$ cat src/design/tw_pkg.sv
// shared constants and state types of the two-wire bus unit
package tw_pkg;
  // ==========================================
  // clock and bus timing
  localparam int clk_hz = 250_000_000;
  localparam int scl_low_phase_count = 6;
  localparam int scl_high_phase_count = 4;
  localparam int std_rate_bps = 100_000;
  localparam int fast_rate_bps = 400_000;
  localparam int ticks_per_period = 2 * (scl_low_phase_count + scl_high_phase_count);
  // suggested divider values
  // rounded up so the bus never runs above the named rate
  localparam logic [7:0] std_rate_divider =
    8'((clk_hz + ticks_per_period * std_rate_bps - 1) / (ticks_per_period * std_rate_bps) - 1);
  localparam logic [7:0] fast_rate_divider =
    8'((clk_hz + ticks_per_period * fast_rate_bps - 1) / (ticks_per_period * fast_rate_bps) - 1);
  // one tick is (divider + 1) system clocks
  localparam logic [4:0] low_mid = 5'(scl_low_phase_count);
  localparam logic [4:0] low_last = 5'(2 * scl_low_phase_count - 1);
  localparam logic [4:0] high_last = 5'(2 * scl_high_phase_count - 1);
  localparam logic [3:0] ack_bit = 4'h8;
  localparam logic [3:0] after_ack = 4'h9;

  // ==========================================
  // reset values
  localparam logic [1:0] line_released = 2'h3;
  localparam logic [7:0] byte_reset = 8'h00;

  // ==========================================
  // state types
  typedef enum logic [2:0] {
    m_idle = 3'h0,
    m_start = 3'h1,
    m_bits = 3'h3,
    m_wait = 3'h2,
    m_stop = 3'h6,
    m_rstart = 3'h7
  } tw_mstate_type;

  typedef enum logic [1:0] {
    s_idle = 2'h0,
    s_addr = 2'h1,
    s_rx = 2'h3,
    s_tx = 2'h2
  } tw_sstate_type;
endpackage

$ cat src/design/tw_sync.sv
// two-flop synchroniser for the sensed bus lines
`timescale 1ns/100ps
module tw_sync (
  input wire logic clk,
  input wire logic rst,
  input wire logic [1:0] din,
  output logic [1:0] dout
);
  logic [1:0] meta;
  genvar i;
  generate
    for (i = 0; i < 2; i++) begin : g_bit
      always_ff @(posedge clk or posedge rst) begin
        if (rst) begin
          meta[i] <= tw_pkg::line_released[i];
          dout[i] <= tw_pkg::line_released[i];
        end else begin
          meta[i] <= din[i];
          dout[i] <= meta[i];
        end
      end
    end
  endgenerate
endmodule

$ cat src/design/tw_slave.sv
// slave function: address match, receive, transmit with clock stretch
`timescale 1ns/100ps
module tw_slave (
  input wire logic clk,
  input wire logic rst,
  input wire logic sda,
  input wire logic scl_rise,
  input wire logic scl_fall,
  input wire logic start_det,
  input wire logic stop_det,
  input wire logic enable,
  input wire logic [6:0] own_address,
  input wire logic [7:0] tx_data,
  input wire logic tx_valid,
  output logic tx_ready,
  output logic scl_low,
  output logic sda_low,
  output logic [7:0] rx_data,
  output logic rx_event,
  output logic tx_request
);
  tw_pkg::tw_sstate_type st, next_st;
  logic [3:0] cnt, next_cnt;
  logic [7:0] sh, next_sh, next_rx_data;
  logic next_scl_low, next_sda_low, next_rx_event, next_tx_request;

  assign tx_ready = scl_low;

  always_comb begin
    next_st = st;
    next_cnt = cnt;
    next_sh = sh;
    next_scl_low = scl_low;
    next_sda_low = sda_low;
    next_rx_data = rx_data;
    next_rx_event = 1'b0;
    next_tx_request = 1'b0;
    if (start_det) begin
      next_st = tw_pkg::s_addr;
      next_cnt = 4'h0;
      next_sda_low = 1'b0;
      next_scl_low = 1'b0;
    end else if (stop_det || !enable) begin
      next_st = tw_pkg::s_idle;
      next_sda_low = 1'b0;
      next_scl_low = 1'b0;
    end else if (st != tw_pkg::s_idle) begin
      if (scl_low) begin
        // clock held low until data is supplied
        if (tx_valid) begin
          next_sh = tx_data;
          next_sda_low = !tx_data[7];
          next_scl_low = 1'b0;
        end
      end else if (scl_rise) begin
        if (cnt < tw_pkg::ack_bit) begin
          next_sh = {sh[6:0], sda};
        end else if (st == tw_pkg::s_tx && sda) begin
          // master declined, let go of the bus
          next_st = tw_pkg::s_idle;
        end
        next_cnt = cnt + 4'h1;
      end else if (scl_fall) begin
        if (cnt == tw_pkg::ack_bit) begin
          case (st)
            // stay released on a foreign address
            tw_pkg::s_addr: begin
              if (sh[7:1] == own_address) begin
                next_sda_low = 1'b1;
              end else begin
                next_st = tw_pkg::s_idle;
              end
            end
            tw_pkg::s_rx: begin
              next_sda_low = 1'b1;
              next_rx_data = sh;
              next_rx_event = 1'b1;
            end
            default: begin
              next_sda_low = 1'b0;
            end
          endcase
        end else if (cnt == tw_pkg::after_ack) begin
          next_sda_low = 1'b0;
          next_cnt = 4'h0;
          if (st == tw_pkg::s_tx || (st == tw_pkg::s_addr && sh[0])) begin
            next_st = tw_pkg::s_tx;
            next_scl_low = 1'b1;
            next_tx_request = 1'b1;
          end else begin
            next_st = tw_pkg::s_rx;
          end
        end else if (st == tw_pkg::s_tx) begin
          next_sda_low = !sh[7];
        end
      end
    end
  end

  always_ff @(posedge clk or posedge rst) begin
    if (rst) begin
      st <= tw_pkg::s_idle;
      cnt <= 4'h0;
      sh <= tw_pkg::byte_reset;
      scl_low <= 1'b0;
      sda_low <= 1'b0;
      rx_data <= tw_pkg::byte_reset;
      rx_event <= 1'b0;
      tx_request <= 1'b0;
    end else begin
      st <= next_st;
      cnt <= next_cnt;
      sh <= next_sh;
      scl_low <= next_scl_low;
      sda_low <= next_sda_low;
      rx_data <= next_rx_data;
      rx_event <= next_rx_event;
      tx_request <= next_tx_request;
    end
  end
endmodule

$ cat src/design/tw_unit.sv
// two-wire bus unit: pins, condition detection, master engine
// Functional notes
// - bus idle only when both lines high
// - each byte is eight bits plus acknowledge
// - bytes go out MSB first, unlimited count
// - receiver may hold clock low; transmitter waits
// - start and stop are data edges, clock high
// - busy after start, free after stop
// - first byte is address plus direction bit
// - master ends with stop or repeated start
// - data changes only while clock is low
// - master clocks acknowledge; transmitter releases data
// - receiver pulls data low to acknowledge
// - unmatched slave stays released; master then stops
// - receiving master leaves last byte unacknowledged
// - transmitting slave releases data after no-acknowledge
// - master starts only on an idle bus
// - released-high but sensed-low means arbitration lost
// - arbitration runs through address and data bits
// - master and slave run independently together
// - standard and fast rate by divider value
// - master event on completion or abort
// - slave event on received or requested data
// - bus period is 2*(divider+1)*(6+4) clocks
// - loop flag joins master and slave internally
`timescale 1ns/100ps
module tw_unit (
  input wire logic clk,
  input wire logic rst,
  input wire logic scl_i,
  output logic scl_o,
  output logic scl_oe,
  input wire logic sda_i,
  output logic sda_o,
  output logic sda_oe,
  input wire logic internal_loop_flag,
  input wire logic [7:0] scl_divider_value,
  input wire logic [7:0] master_target_address_reg,
  input wire logic m_cmd_valid,
  output logic m_cmd_ready,
  input wire logic m_cmd_start,
  input wire logic m_cmd_stop,
  input wire logic m_cmd_ack,
  input wire logic [7:0] m_tx_data,
  output logic [7:0] m_rx_data,
  output logic m_done,
  output logic m_error,
  output logic m_arb_lost,
  output logic bus_busy,
  input wire logic s_enable,
  input wire logic [6:0] s_own_address,
  input wire logic [7:0] s_tx_data,
  input wire logic s_tx_valid,
  output logic s_tx_ready,
  output logic [7:0] s_rx_data,
  output logic s_rx_event,
  output logic s_tx_request
);
  // ==========================================
  // line sensing
  logic [1:0] pin_sync;
  logic ms, md, ms_q, md_q, next_ms_q, next_md_q, next_busy;
  logic start_det, stop_det, scl_rise, scl_fall, bus_idle;
  logic m_scl_low, m_sda_low, s_scl_low, s_sda_low;

  tw_sync u_sync (
    .clk(clk),
    .rst(rst),
    .din({scl_i, sda_i}),
    .dout(pin_sync)
  );

  assign ms = internal_loop_flag ? !(m_scl_low || s_scl_low) : pin_sync[1];
  assign md = internal_loop_flag ? !(m_sda_low || s_sda_low) : pin_sync[0];
  assign scl_o = 1'b0;
  assign sda_o = 1'b0;
  assign scl_oe = !internal_loop_flag && (m_scl_low || s_scl_low);
  assign sda_oe = !internal_loop_flag && (m_sda_low || s_sda_low);

  // conditions are data edges under a high clock
  assign start_det = ms && ms_q && md_q && !md;
  assign stop_det = ms && ms_q && !md_q && md;
  assign scl_rise = ms && !ms_q;
  assign scl_fall = !ms && ms_q;
  // both lines high and no open transfer
  assign bus_idle = !bus_busy && ms && md;

  always_comb begin
    next_ms_q = ms;
    next_md_q = md;
    next_busy = bus_busy;
    if (start_det) begin
      next_busy = 1'b1;
    end else if (stop_det) begin
      next_busy = 1'b0;
    end
  end

  always_ff @(posedge clk or posedge rst) begin
    if (rst) begin
      ms_q <= 1'b1;
      md_q <= 1'b1;
      bus_busy <= 1'b0;
    end else begin
      ms_q <= next_ms_q;
      md_q <= next_md_q;
      bus_busy <= next_busy;
    end
  end

  // ==========================================
  // master engine
  tw_pkg::tw_mstate_type st, next_st;
  logic [7:0] pre, next_pre, sh, next_sh, txd, next_txd, next_rxd;
  logic [4:0] cnt, next_cnt;
  logic [3:0] bitn, next_bitn;
  logic hi, next_hi, addr_ph, next_addr_ph, rd, next_rd, stp, next_stp;
  logic ack, next_ack, next_scl_low, next_sda_low, next_done, next_err, next_arb;
  logic tick, lo_mid, lo_end, hi_end, tx_bit, acc;

  assign tick = pre == scl_divider_value;
  assign lo_mid = tick && !hi && cnt == tw_pkg::low_mid;
  assign lo_end = tick && !hi && cnt == tw_pkg::low_last;
  assign hi_end = tick && hi && ms && cnt == tw_pkg::high_last;
  // every address bit and every written data bit
  assign tx_bit = (addr_ph || !rd) && bitn < tw_pkg::ack_bit;
  // a new transfer only on an idle bus
  assign m_cmd_ready = (st == tw_pkg::m_idle && bus_idle) || st == tw_pkg::m_wait;
  assign acc = m_cmd_valid && m_cmd_ready;

  always_comb begin
    next_st = st;
    next_pre = tick ? 8'h00 : pre + 8'h01;
    next_cnt = cnt;
    next_hi = hi;
    next_bitn = bitn;
    next_sh = sh;
    next_scl_low = m_scl_low;
    next_sda_low = m_sda_low;
    next_addr_ph = addr_ph;
    next_rd = rd;
    next_stp = stp;
    next_ack = ack;
    next_txd = txd;
    next_rxd = m_rx_data;
    next_done = 1'b0;
    next_err = m_error;
    next_arb = m_arb_lost;
    // high phase counts only while clock is sensed high
    if (hi && !ms) begin
      next_cnt = 5'h00;
    end else if (tick) begin
      next_cnt = cnt + 5'h01;
    end
    if (lo_end) begin
      next_scl_low = 1'b0;
      next_hi = 1'b1;
      next_cnt = 5'h00;
    end
    if (hi_end) begin
      next_scl_low = 1'b1;
      next_hi = 1'b0;
      next_cnt = 5'h00;
    end
    if (acc) begin
      next_stp = m_cmd_stop;
      next_ack = m_cmd_ack;
      next_txd = m_tx_data;
      next_err = 1'b0;
      next_arb = 1'b0;
    end
    case (st)
      tw_pkg::m_idle: begin
        next_scl_low = 1'b0;
        next_sda_low = 1'b0;
        next_hi = 1'b1;
        next_cnt = 5'h00;
        if (acc) begin
          // a command without start has no bus to use
          next_err = !m_cmd_start;
          if (m_cmd_start) begin
            next_st = tw_pkg::m_start;
            next_sda_low = 1'b1;
            next_rd = master_target_address_reg[0];
          end else begin
            next_done = 1'b1;
          end
        end
      end
      tw_pkg::m_start: begin
        if (hi_end) begin
          next_st = tw_pkg::m_bits;
          next_addr_ph = 1'b1;
          next_bitn = 4'h0;
          next_sh = master_target_address_reg;
        end
      end
      tw_pkg::m_bits: begin
        // data moves at mid low phase
        if (lo_mid) begin
          if (bitn < tw_pkg::ack_bit) begin
            next_sda_low = tx_bit && !sh[7];
          end else begin
            // release unless acking a read byte
            next_sda_low = !addr_ph && rd && ack;
          end
        end
        if (hi && ms && tx_bit && !m_sda_low && !md) begin
          next_st = tw_pkg::m_idle;
          next_arb = 1'b1;
          next_done = 1'b1;
          next_sda_low = 1'b0;
          next_scl_low = 1'b0;
        end else if (hi_end) begin
          // eight data bits then the acknowledge
          if (bitn < tw_pkg::ack_bit) begin
            next_sh = {sh[6:0], md};
            next_bitn = bitn + 4'h1;
          end else if (md && (addr_ph || !rd)) begin
            next_err = 1'b1;
            next_st = tw_pkg::m_stop;
          end else if (addr_ph) begin
            next_addr_ph = 1'b0;
            next_bitn = 4'h0;
            next_sh = txd;
          end else begin
            next_bitn = 4'h0;
            if (rd) begin
              next_rxd = sh;
            end
            if (stp) begin
              next_st = tw_pkg::m_stop;
            end else begin
              next_st = tw_pkg::m_wait;
              next_done = 1'b1;
            end
          end
        end
      end
      tw_pkg::m_wait: begin
        // clock held low keeps the bus ours between commands
        next_cnt = 5'h00;
        next_hi = 1'b0;
        next_scl_low = 1'b1;
        if (acc) begin
          if (m_cmd_start) begin
            next_st = tw_pkg::m_rstart;
            next_rd = master_target_address_reg[0];
          end else begin
            next_st = tw_pkg::m_bits;
            next_sh = m_tx_data;
            next_bitn = 4'h0;
          end
        end
      end
      tw_pkg::m_rstart: begin
        // release data, then start again under a high clock
        if (lo_mid) begin
          next_sda_low = 1'b0;
        end
        if (hi_end) begin
          next_st = tw_pkg::m_start;
          next_sda_low = 1'b1;
          next_scl_low = 1'b0;
          next_hi = 1'b1;
        end
      end
      tw_pkg::m_stop: begin
        // data rises while clock is high
        if (lo_mid) begin
          next_sda_low = 1'b1;
        end
        if (hi_end) begin
          next_st = tw_pkg::m_idle;
          next_sda_low = 1'b0;
          next_scl_low = 1'b0;
          next_hi = 1'b1;
          next_done = 1'b1;
        end
      end
      default: begin
        next_st = tw_pkg::m_idle;
      end
    endcase
  end

  always_ff @(posedge clk or posedge rst) begin
    if (rst) begin
      st <= tw_pkg::m_idle;
      pre <= tw_pkg::byte_reset;
      cnt <= 5'h00;
      hi <= 1'b1;
      bitn <= 4'h0;
      sh <= tw_pkg::byte_reset;
      m_scl_low <= 1'b0;
      m_sda_low <= 1'b0;
      addr_ph <= 1'b0;
      rd <= 1'b0;
      stp <= 1'b0;
      ack <= 1'b0;
      txd <= tw_pkg::byte_reset;
      m_rx_data <= tw_pkg::byte_reset;
      m_done <= 1'b0;
      m_error <= 1'b0;
      m_arb_lost <= 1'b0;
    end else begin
      st <= next_st;
      pre <= next_pre;
      cnt <= next_cnt;
      hi <= next_hi;
      bitn <= next_bitn;
      sh <= next_sh;
      m_scl_low <= next_scl_low;
      m_sda_low <= next_sda_low;
      addr_ph <= next_addr_ph;
      rd <= next_rd;
      stp <= next_stp;
      ack <= next_ack;
      txd <= next_txd;
      m_rx_data <= next_rxd;
      m_done <= next_done;
      m_error <= next_err;
      m_arb_lost <= next_arb;
    end
  end

  // ==========================================
  // slave function
  // separate engine on the same sensed lines
  tw_slave u_slave (
    .clk(clk),
    .rst(rst),
    .sda(md),
    .scl_rise(scl_rise),
    .scl_fall(scl_fall),
    .start_det(start_det),
    .stop_det(stop_det),
    .enable(s_enable),
    .own_address(s_own_address),
    .tx_data(s_tx_data),
    .tx_valid(s_tx_valid),
    .tx_ready(s_tx_ready),
    .scl_low(s_scl_low),
    .sda_low(s_sda_low),
    .rx_data(s_rx_data),
    .rx_event(s_rx_event),
    .tx_request(s_tx_request)
  );
endmodule

$ cat config.mk
export PLATFORM = sky130hd
export DESIGN_NAME = tw_unit
export DESIGN_NICKNAME = d
export VERILOG_FILES = /design/src/design/tw_pkg.sv /design/src/design/tw_sync.sv /design/src/design/tw_slave.sv /design/src/design/tw_unit.sv
export SDC_FILE = /design/constraint.sdc
export NUM_CORES = 1
export LEC_CHECK = 0
export ABC_CLOCK_PERIOD_IN_PS = 2700
export BUFFER_PORTS_ARGS = -buffer_cell sky130_fd_sc_hd__buf_2
export CORE_ASPECT_RATIO = 0.6
export CORE_MARGIN = 2
export CORE_UTILIZATION = 45
export CTS_CLUSTER_DIAMETER = 50
export DETAILED_ROUTE_END_ITERATION = 6
export PLACE_DENSITY = 0.65
export RECOVER_POWER = 100
export SYNTH_ARGS = -nofsm -noshare
export SYNTH_HDL_FRONTEND = slang
export SYNTH_SLANG_ARGS = --single-unit
export TNS_END_PERCENT = 5
$ cat constraint.sdc
create_clock -name clk -period 2.7 [get_ports clk]
set_clock_uncertainty 0.15 [all_clocks]
set_input_delay 0.135 -clock clk [delete_from_list [all_inputs] [get_ports clk]]
set_output_delay 0.135 -clock clk [all_outputs]
set_load 0.05 [all_outputs]
==> metrics.txt, run 1 <==
Detail Placement HPWL 8.94 mm; RSZ-0062 raised after global routing no; n_diodes 0; final core utilization 56.8%; Inst Count DP 693; Post-CTS Resized 0; post-route ant nets 0; Primary FF master, synth dfrtp_1; fmax between 0.3 and 0.4 GHz; Max VDD drop slightly below 0.4 mV; leak pwr around 2.8 nW; crit-path cells or3b_4 -> and2_1 -> o311ai_4 -> nor4_4 -> clkbuf_2 -> mux2_2; reg-to-reg slack, setup between 0.1 and 0.15 ns; first-pass GRT wire length approximately 21 mm; Initial Utilization 46.3%; setup TNS 0 ns; fraction of layout cells with a size suffix above 1 between 20% and 30%; Worst-path clk slew ~0.070 ns; Die W ~140 µm; Worst-Skew Late Latency 0.34 ns; ys async rst share 100%; synthesized area per cell 10.4 µm²; Top delay family on crit path simple AND/OR/NAND/NOR gates; Routed Wire Length about 13 mm; reg2reg end u_slave.rx_data[4]$_DFFE_PP0P_; vias in the first global route between 4000 and 5000; PortBufs between 70 and 80; Crit Path Max Fanout 18; full die area ~0.012 mm²; Seq/Total Area, Yosys 44.4%; clock sink count 87; reg2reg start m_sda_low$_DFFE_PP0P_; Required @ worst endpoint roughly 2.8 ns; fin cells 736; P&R area growth vs syn 22.6%; Area contributors post-synth dfrtp_1 41%, mux2_2 11%, dfstp_2 3.7%; largest net degree at the start of global routing approximately 90; Hold EP st[0]$_DFFE_PP0P_; Hold Violations, Final 0; status completed; die height ~85 µm; core area 0.0106 mm²; CTS tree yes; top cells by count, synth 80 x dfrtp_1, 48 x mux2_2, 42 x nor2_1; initial antenna violation count 0; Remaining Overflow, GRT 0; critical path class register to register; Worst Hold Class input pin to register; R2R depth 6; slowest stage delay, CP roughly 0.64 ns; Min-Delay Startpoint m_cmd_valid; Final period util approximately 96%; DRT Pass-1 Iters 5; dominant cell type by area after synthesis dfrtp_1; # DRC 0; Slew headroom a little under a fifth; CP endpoint kind register; area share of the largest cell type after synthesis 40.6%; Worst Setup Slack, final ~0.11 ns; Rows 29; total CTS buffers 9; crit path DAT between 2 and 3 ns; DR WL/cell 17.0 µm; max cap viols 0; Post-Syn Area between 0.004 and 0.005 mm²; shortest period the worst path allows between 2 and 3 ns; synth unique cells 76; Worst Setup Start Kind register; gr usage total 22.1%; most frequent cell after synthesis dfrtp_1; P per Cell Area roughly 760 mW/mm²; max-slew violations 0; pre-CTS WS 0.126 ns; Synthesis Warnings 0; Longest Clk Path Bufs 2; # nets final roughly 650; synthesized flop and latch total 87; via count 4101; DRT iter0 DRCs between 300 and 400; vias per cell 5.57; Slew @ Worst Pin approximately 1.2 ns; final setup vio count 0; Top Ports a little under 80; CP max-delay cell and2_1; Gate Count Post-Synth 474; number of synthesized flops with an enable pin 0; H-tree levels 3; hold-critical path depth 3; Pwr Total 4.61 mW; CTS root buf clkbuf_16; Bufs and invs on worst path 1; routability cong. 0.918
==> sequential cells by signal, indices dropped and copies added, names as in the netlist, 4 cells and up <==
signal	flops
u_slave.rx_data	8
cnt	5
u_slave.sh	8
pre	8
bitn	4
u_slave.cnt	4
sh	8
m_rx_data	8
txd	8
==> layer usage <==
layer	part of all wire (%)	global-route usage [%]	up-vias	routed length, µm
li1	-	-	1961	-
met1	51	33.5	1990	6350
met2	41	30.7	134	5080
met3	7.2	6.04	16	897
met4	1.4	6.61	0	179
met5	0	0	-	0
==> how the worst max path moves through the flow <==
| stage | start | to | slack, ns | cells past startpoint |
|---|---|---|---|---|
| global placement | m_sda_low$_DFFE_PP0P_ | sh[3]$_DFFE_PP0P_ | 0.22 | 6 |
| detailed placement | m_sda_low$_DFFE_PP0P_ | sh[7]$_DFFE_PP0P_ | 0.13 | 6 |
| floorplan | u_slave.scl_low$_DFFE_PP0P_ | ack$_DFFE_PP0P_ | 0.13 | 6 |
| global route | pre[0]$_DFF_PP0_ | addr_ph$_DFFE_PP0P_ | 0.02 | 8 |
| CTS | m_sda_low$_DFFE_PP0P_ | sh[7]$_DFFE_PP0P_ | 0.13 | 6 |
| finish | m_sda_low$_DFFE_PP0P_ | u_slave.rx_data[4]$_DFFE_PP0P_ | 0.11 | 6 |
==> worst register-to-register path: cells and delay by family, from the launching register on <==
| kind | cells | cell delay, ns |
|---|---|---|
| flops | 1 | 0.41 |
| mux | 1 | 0.38 |
| compound gates | 1 | 0.16 |
| buf+inv | 1 | 0.29 |
| simple gates | 3 | 1.08 |
==> layout make-up <==
| cell class | instances | area, µm² |
|---|---|---|
| clock buffer | 9 | 225 |
| inverter | 20 | 76.3 |
| fill | 958 | 4590 |
| multi-input combinational | 351 | 2550 |
| clock inverter | 7 | 72.6 |
| timing repair buffer | 123 | 756 |
| sequential | 87 | 2190 |
| tap | 139 | 174 |
==> power by group <==
part	internal, mW	switching (mW)
clock network	0.653	0.587
registers	1.58	0.289
logic	0.653	0.840
total	2.89	1.72
==> timing repair <==
item	CTS	global route
hold buffers	27	0
buffers inserted	0	0
hold endpoints to repair	107	0
==> cells in the final DEF (no fill, tap or decap), types with 15 or more instances in the layout <==
cell / count
a21oi_1: 23
buf_2: 50
buf_4: 15
clkbuf_1: 28
dfrtp_1: 80
dlygate4sd3_1: 27
inv_1: 18
mux2_2: 48
nand2_1: 31
nand3_1: 20
nor2_1: 42
o21ai_0: 31
==> cell families after synthesis <==
| logic type | after synthesis | synth area share, % |
|---|---|---|
| other | 1 | 0.0761 |
| buffers and inverters | 37 | 3.30 |
| DFF | 87 | 44.4 |
| and+or+nand+nor | 148 | 16.9 |
| muxes | 62 | 13.8 |
| adders and majority gates | 7 | 1.78 |
| xor gates and xnor gates | 26 | 4.62 |
| AOI/OAI and AO/OA | 106 | 15.1 |
==> stage by stage <==
step	hold WS (ns)	instance area, µm²
after global placement	0.0949	5570
after CTS	0.00181	6130
final	0.0113	6040
after global routing	0.00987	6040
after detailed placement	0.0912	5570
after floorplan	-0.0105	4930
No activity file was read; power rests on OpenSTA's default activity.
==> run 2: changes to the inputs <==
--- a/config.mk
+++ b/config.mk
@@ -14,6 +14,7 @@
 export DETAILED_ROUTE_END_ITERATION = 6
 export PLACE_DENSITY = 0.65
 export RECOVER_POWER = 100
+export REMOVE_ABC_BUFFERS = 1
 export SYNTH_ARGS = -nofsm -noshare
 export SYNTH_HDL_FRONTEND = slang
 export SYNTH_SLANG_ARGS = --single-unit
==> run 2 against run 1 <==
The run now ends with capacitance limit, slew limit left; global-route usage about the same; routed wire length decreased by 0.40%; register-to-register slack improved by 0.03 ns; via count shrank 1.1%; largest cell class unchanged; total power grew 4.2%; die area unchanged; core utilization is 0.25 points lower; clock-buffer cell count is the same; design area is 0.43% lower; first-iteration DRC count is 4.7% lower.
==> metrics.txt, run 2 (synthesized netlist as in run 1, its figures left out) <==
P per Cell Area between 700 and 800 mW/mm²; PortBufs 75; CTS root buf clkbuf_16; Max VDD drop 0.481 mV; Required @ worst endpoint 2.77 ns; Slew @ Worst Pin roughly 1.7 ns; shortest period the worst path allows 2.56 ns; crit-path cells or3b_1 -> a221oi_2 -> o21a_1 -> nand2_1 -> clkbuf_2 -> mux2_2; Initial Utilization a little under half; H-tree levels 3; vias in the first global route roughly 4000; R2R depth 6; Worst Setup Start Kind register; P&R area growth vs syn 22.0%; CP Depth 6; failing checks capacitance limit, slew limit; GR Util met1 between 30% and 40%; Final Cell Area roughly 0.006 mm²; Worst-path clk slew around 0.060 ns; commonest non-fill, non-tap cell in the layout dfrtp_1; DRT Pass-1 Iters 5; DR WL/cell roughly 17 µm; Top delay family on crit path compound AO/OA/AOI/OAI gates; via count approximately 4100; Rows 29; Worst Setup Slack, final between 0.1 and 0.15 ns; largest net degree at the start of global routing 48; total CTS buffers 9; max cap viols 1; Worst Hold Class input pin to register; vias per cell ~5.6; Slew headroom -10.9%; Longest Clk Path Bufs 2; max-slew violations 41; # DRC 0; Crit Path Max Fanout 12; Top Ports 78; most frequent cells in the layout 80 x dfrtp_1, 48 x mux2_2, 48 x buf_2; slowest stage delay, CP approximately 0.46 ns; post-route ant nets 0; DP Area around 0.0056 mm²; DRT iter0 DRCs 287; leak pwr 2.75 nW; final setup vio count 0; reg2reg start u_slave.scl_low$_DFFE_PP0P_; postcts setup bufs 0; Hold Buf Count CTS 19; first-pass GRT wire length about 21 mm; pre-CTS WS between 0.15 and 0.2 ns; fmax between 0.3 and 0.4 GHz; core area between 0.01 and 0.015 mm²; GR Util met3 between 6 and 7%; Worst-Skew Late Latency about 0.34 ns; n_diodes 0; Detail Placement HPWL ~9.0 mm; CP endpoint kind register; Routed Wire Length between 10 and 15 mm; Die W around 140 µm; Remaining Overflow, GRT 0; RSZ-0062 raised after global routing no; global route hottest layer met2; Final period util a little over nine tenths; critical path class register to register; fraction of layout cells with a size suffix above 1 between 20 and 30%; Post-CTS Resized 0; gr usage total between 20% and 30%; die height 85.1 µm; CTS tree yes; Bufs and invs on worst path 1; # nets final 640; CP max-delay cell a221oi_2; initial antenna violation count 0; Min-Delay Startpoint s_tx_data[2]; Pwr Total between 4 and 5 mW; clock sink count a little under 90; status finished with violations; hold-critical path depth 3; met2 usage between 30% and 40%; Worst Setup SP u_slave.scl_low$_DFFE_PP0P_; full die area around 0.012 mm²; reg-to-reg slack, setup ~0.14 ns; crit path DAT approximately 2.6 ns; routability cong. roughly 0.9; Hold Violations, Final 0
## run 2: path summary, 6_finish.rpt
kind                                                  end
min in group asynchronous        m_rx_data[2]$_DFFE_PP0P_
worst max-delay path                   txd[5]$_DFFE_PP0P_
worst max register to register         txd[5]$_DFFE_PP0P_
max in group asynchronous        u_sync.dout[1]$_DFF_PP1_
worst min-delay path            u_slave.sh[2]$_DFFE_PP0P_
worst min register to register   u_sync.dout[0]$_DFF_PP1_
## run 2: per-stage QoR
stage          utilization, %  instances  TNS [ns]  hold WS (ns)
2_1_floorplan               -        458     -5.19       -0.0105
3_3_place_gp             52.3        692         0         0.100
3_5_place_dp             52.3        692         0        0.0999
4_1_cts                  57.2        726         0       0.00627
5_1_grt                  56.6        726         0        0.0147
6_report                 56.6        726         0        0.0158
## run 2: layer usage
metal	vias up	share of wire (%)
met4	0	0.61
met5	-	0
met3	11	8.2
li1	1934	-
met1	1948	49
met2	164	42
## run 2: cell type report
type	count	area (µm²)
clock buffers	9	225
multi-input cells	351	2560
inverters	20	75.1
flip-flops and latches	87	2190
clock inverters	6	109
fillers	940	4620
well taps	139	174
repair buffers	114	681
## run 2: worst register-to-register path: cells and delay by family, from the launching register on
kind            cells  cell delay, ns
compound gates      2            0.71
simple gates        2            0.52
flops               1            0.43
mux                 1            0.35
buf+inv             1            0.28
## run 2: where the power goes
group / switching, mW / internal, mW / leakage [nW]
clock: 0.512 / 0.899 / 0.166
combinational: 0.845 / 0.660 / 1.48
sequential: 0.296 / 1.59 / 1.11
==> run 3: changes to the inputs <==
--- a/config.mk
+++ b/config.mk
@@ -15,6 +15,7 @@
 export PLACE_DENSITY = 0.65
 export RECOVER_POWER = 100
 export REMOVE_ABC_BUFFERS = 1
+export SLEW_MARGIN = 0
 export SYNTH_ARGS = -nofsm -noshare
 export SYNTH_HDL_FRONTEND = slang
 export SYNTH_SLANG_ARGS = --single-unit
==> constraint.sdc (replaced) <==
create_clock -name clk -period 2.7 [get_ports clk]
set_clock_uncertainty 0.15 [all_clocks]
set_input_delay 0.135 -clock clk [delete_from_list [all_inputs] [get_ports clk]]
set_output_delay 0.135 -clock clk [all_outputs]
set_load 0.005 [all_outputs]
==> run 3 against run 2 <==
The flow still finishes with violations (capacitance limit, slew limit); non-clock buffer count grew 1; setup slack lost 0.010 ns; core utilization grew 0.082 points; maximum frequency shrank 0.40%; sequential power is essentially flat; global-route usage shrank 0.14 points; total power shrank 3.0%; via count grew 0.89%; routed wire length shrank 2.3%; worst hold slack lost 0.0062 ns; flip-flop and latch count is the same; critical path type unchanged; critical endpoint is now txd[7]$_DFFE_PP0P_.
==> metrics.txt, run 3 (synthesized netlist as in run 1, its figures left out) <==
status finished with violations; failing checks capacitance limit, slew limit; largest net degree at the start of global routing 49; worst hold slack 0.00955 ns; CP endpoint kind register; Worst Hold Class input pin to register; # DRC 0; Slew @ Worst Pin ~1.9 ns; leak pwr roughly 2.8 nW; Die W between 100 and 150 µm; first-pass GRT wire length approximately 21 mm; clock sink count a little under 90; Longest Clk Path Bufs 2; Routed Wire Length 12.2 mm; shortest period the worst path allows 2.57 ns; Slew headroom -28.6%; sequential power share about two fifths; fraction of layout cells with a size suffix above 1 approximately 29%; critical path class register to register; RSZ-0062 raised after global routing no; Initial Utilization 46.3%; PortBufs 75; initial antenna violation count 0; P per Cell Area 773 mW/mm²; slowest stage delay, CP ~0.65 ns; vias in the first global route 4012; die height approximately 85 µm; max cap viols 1; Remaining Overflow, GRT 0; DRT iter0 DRCs approximately 250; Hold Violations, Final 0; Top Ports 78; Detail Placement HPWL slightly below 9 mm; core area approximately 0.011 mm²; H-tree levels 3; via count approximately 4100; Worst Setup Slack, final 0.134 ns; Inst Count DP roughly 690; crit-path cells or3b_1 -> a221oi_1 -> o21a_1 -> nand2_1 -> buf_2 -> mux2_2; setup TNS 0 ns; vias per cell 5.62; most frequent cells in the layout 80 x dfrtp_1, 64 x buf_2, 48 x mux2_2; routability cong. ~0.9; pre-CTS WS between 0.15 and 0.2 ns; Net Sw Frac between 30 and 40%; fmax 0.390 GHz; final setup vio count 0; crit path DAT 2.63 ns; DP Area 0.00556 mm²; CTS tree yes; # nets final 641; Rows 29; n_diodes 0; total CTS buffers 9; commonest non-fill, non-tap cell in the layout dfrtp_1; Worst Setup Start Kind register; power share of the clock group between 20 and 30%; Internal 3.07 mW; P&R area growth vs syn 22.2%; Final period util a little over nine tenths; full die area ~0.012 mm²; DR WL/cell approximately 17 µm; Worst-path clk slew 0.06 ns; CTS root buf clkbuf_16; Final Cell Area approximately 0.0060 mm²; Crit Path Max Fanout 12; DRT Pass-1 Iters 5; post-route ant nets 0; final core utilization between 50% and 60%; Worst-Skew Late Latency about 0.34 ns; Max VDD drop roughly 0.37 mV; fin cells 728; Comb pwr share between 30% and 40%; P_sw roughly 1.6 mW; max-slew violations 40; CP max-delay cell a221oi_1; Required @ worst endpoint approximately 2.8 ns; Pwr Total about 4.7 mW; gr usage total a little over a fifth
-- run 3: worst paths after layout --
kind / end / slack (ns) / startpoint / cells past startpoint
min: u_slave.sh[1]$_DFFE_PP0P_ / 0.01 / s_tx_data[1] / 3
min in group asynchronous: txd[3]$_DFFE_PP0P_ / 0.66 / rst / 3
max reg2reg: txd[7]$_DFFE_PP0P_ / 0.13 / u_slave.scl_low$_DFFE_PP0P_ / 6
min reg2reg: u_sync.dout[0]$_DFF_PP1_ / 0.21 / u_sync.meta[0]$_DFF_PP1_ / 0
max in group asynchronous: u_sync.dout[1]$_DFF_PP1_ / 0.75 / rst / 4
max: txd[7]$_DFFE_PP0P_ / 0.13 / u_slave.scl_low$_DFFE_PP0P_ / 6
-- run 3: area by class of cell --
class / instances / area, µm²
clock buffers: 11 / 243
clock inverters: 5 / 81.3
fillers: 953 / 4610
inverters: 20 / 76.3
multi-input cells: 351 / 2550
flip-flops and latches: 87 / 2190
well taps: 139 / 174
repair buffers: 115 / 707
-- run 3: power groups by stage --
stage               Clock [mW]  Combinational [mW]  Sequential [mW]
floorplan                    0                1.02             1.83
global placement             0                1.38             1.88
detailed placement           0                1.41             1.89
CTS                       1.38                1.44             1.87
global route              1.44                1.60             1.92
finish                    1.35                1.43             1.88
-- run 3: per-layer routing --
layer,vias to the layer above,GRT usage (%),share of wire (%)
met5,-,0,0
met4,0,5.14,0.90
met3,13,5.81,7.9
met2,163,31.5,41
met1,1982,33.1,50
li1,1935,-,-
-- run 3: worst max-delay path, delay by kind of cell (launching register included) --
kind,cells,cell delay (ns)
AO/OA/AOI/OAI,2,0.87
multiplexers,1,0.31
AND/OR/NAND/NOR,2,0.47
buffers and inverters,1,0.22
flip-flops,1,0.42
-- run 3: timing repair --
| item | CTS | global route |
|---|---|---|
| setup buffers | 0 | 0 |
| endpoints found under the hold margin | 57 | 0 |
| resized for setup | 0 | 0 |
| hold buffers | 20 | 0 |
| setup endpoints to repair | 0 | 0 |
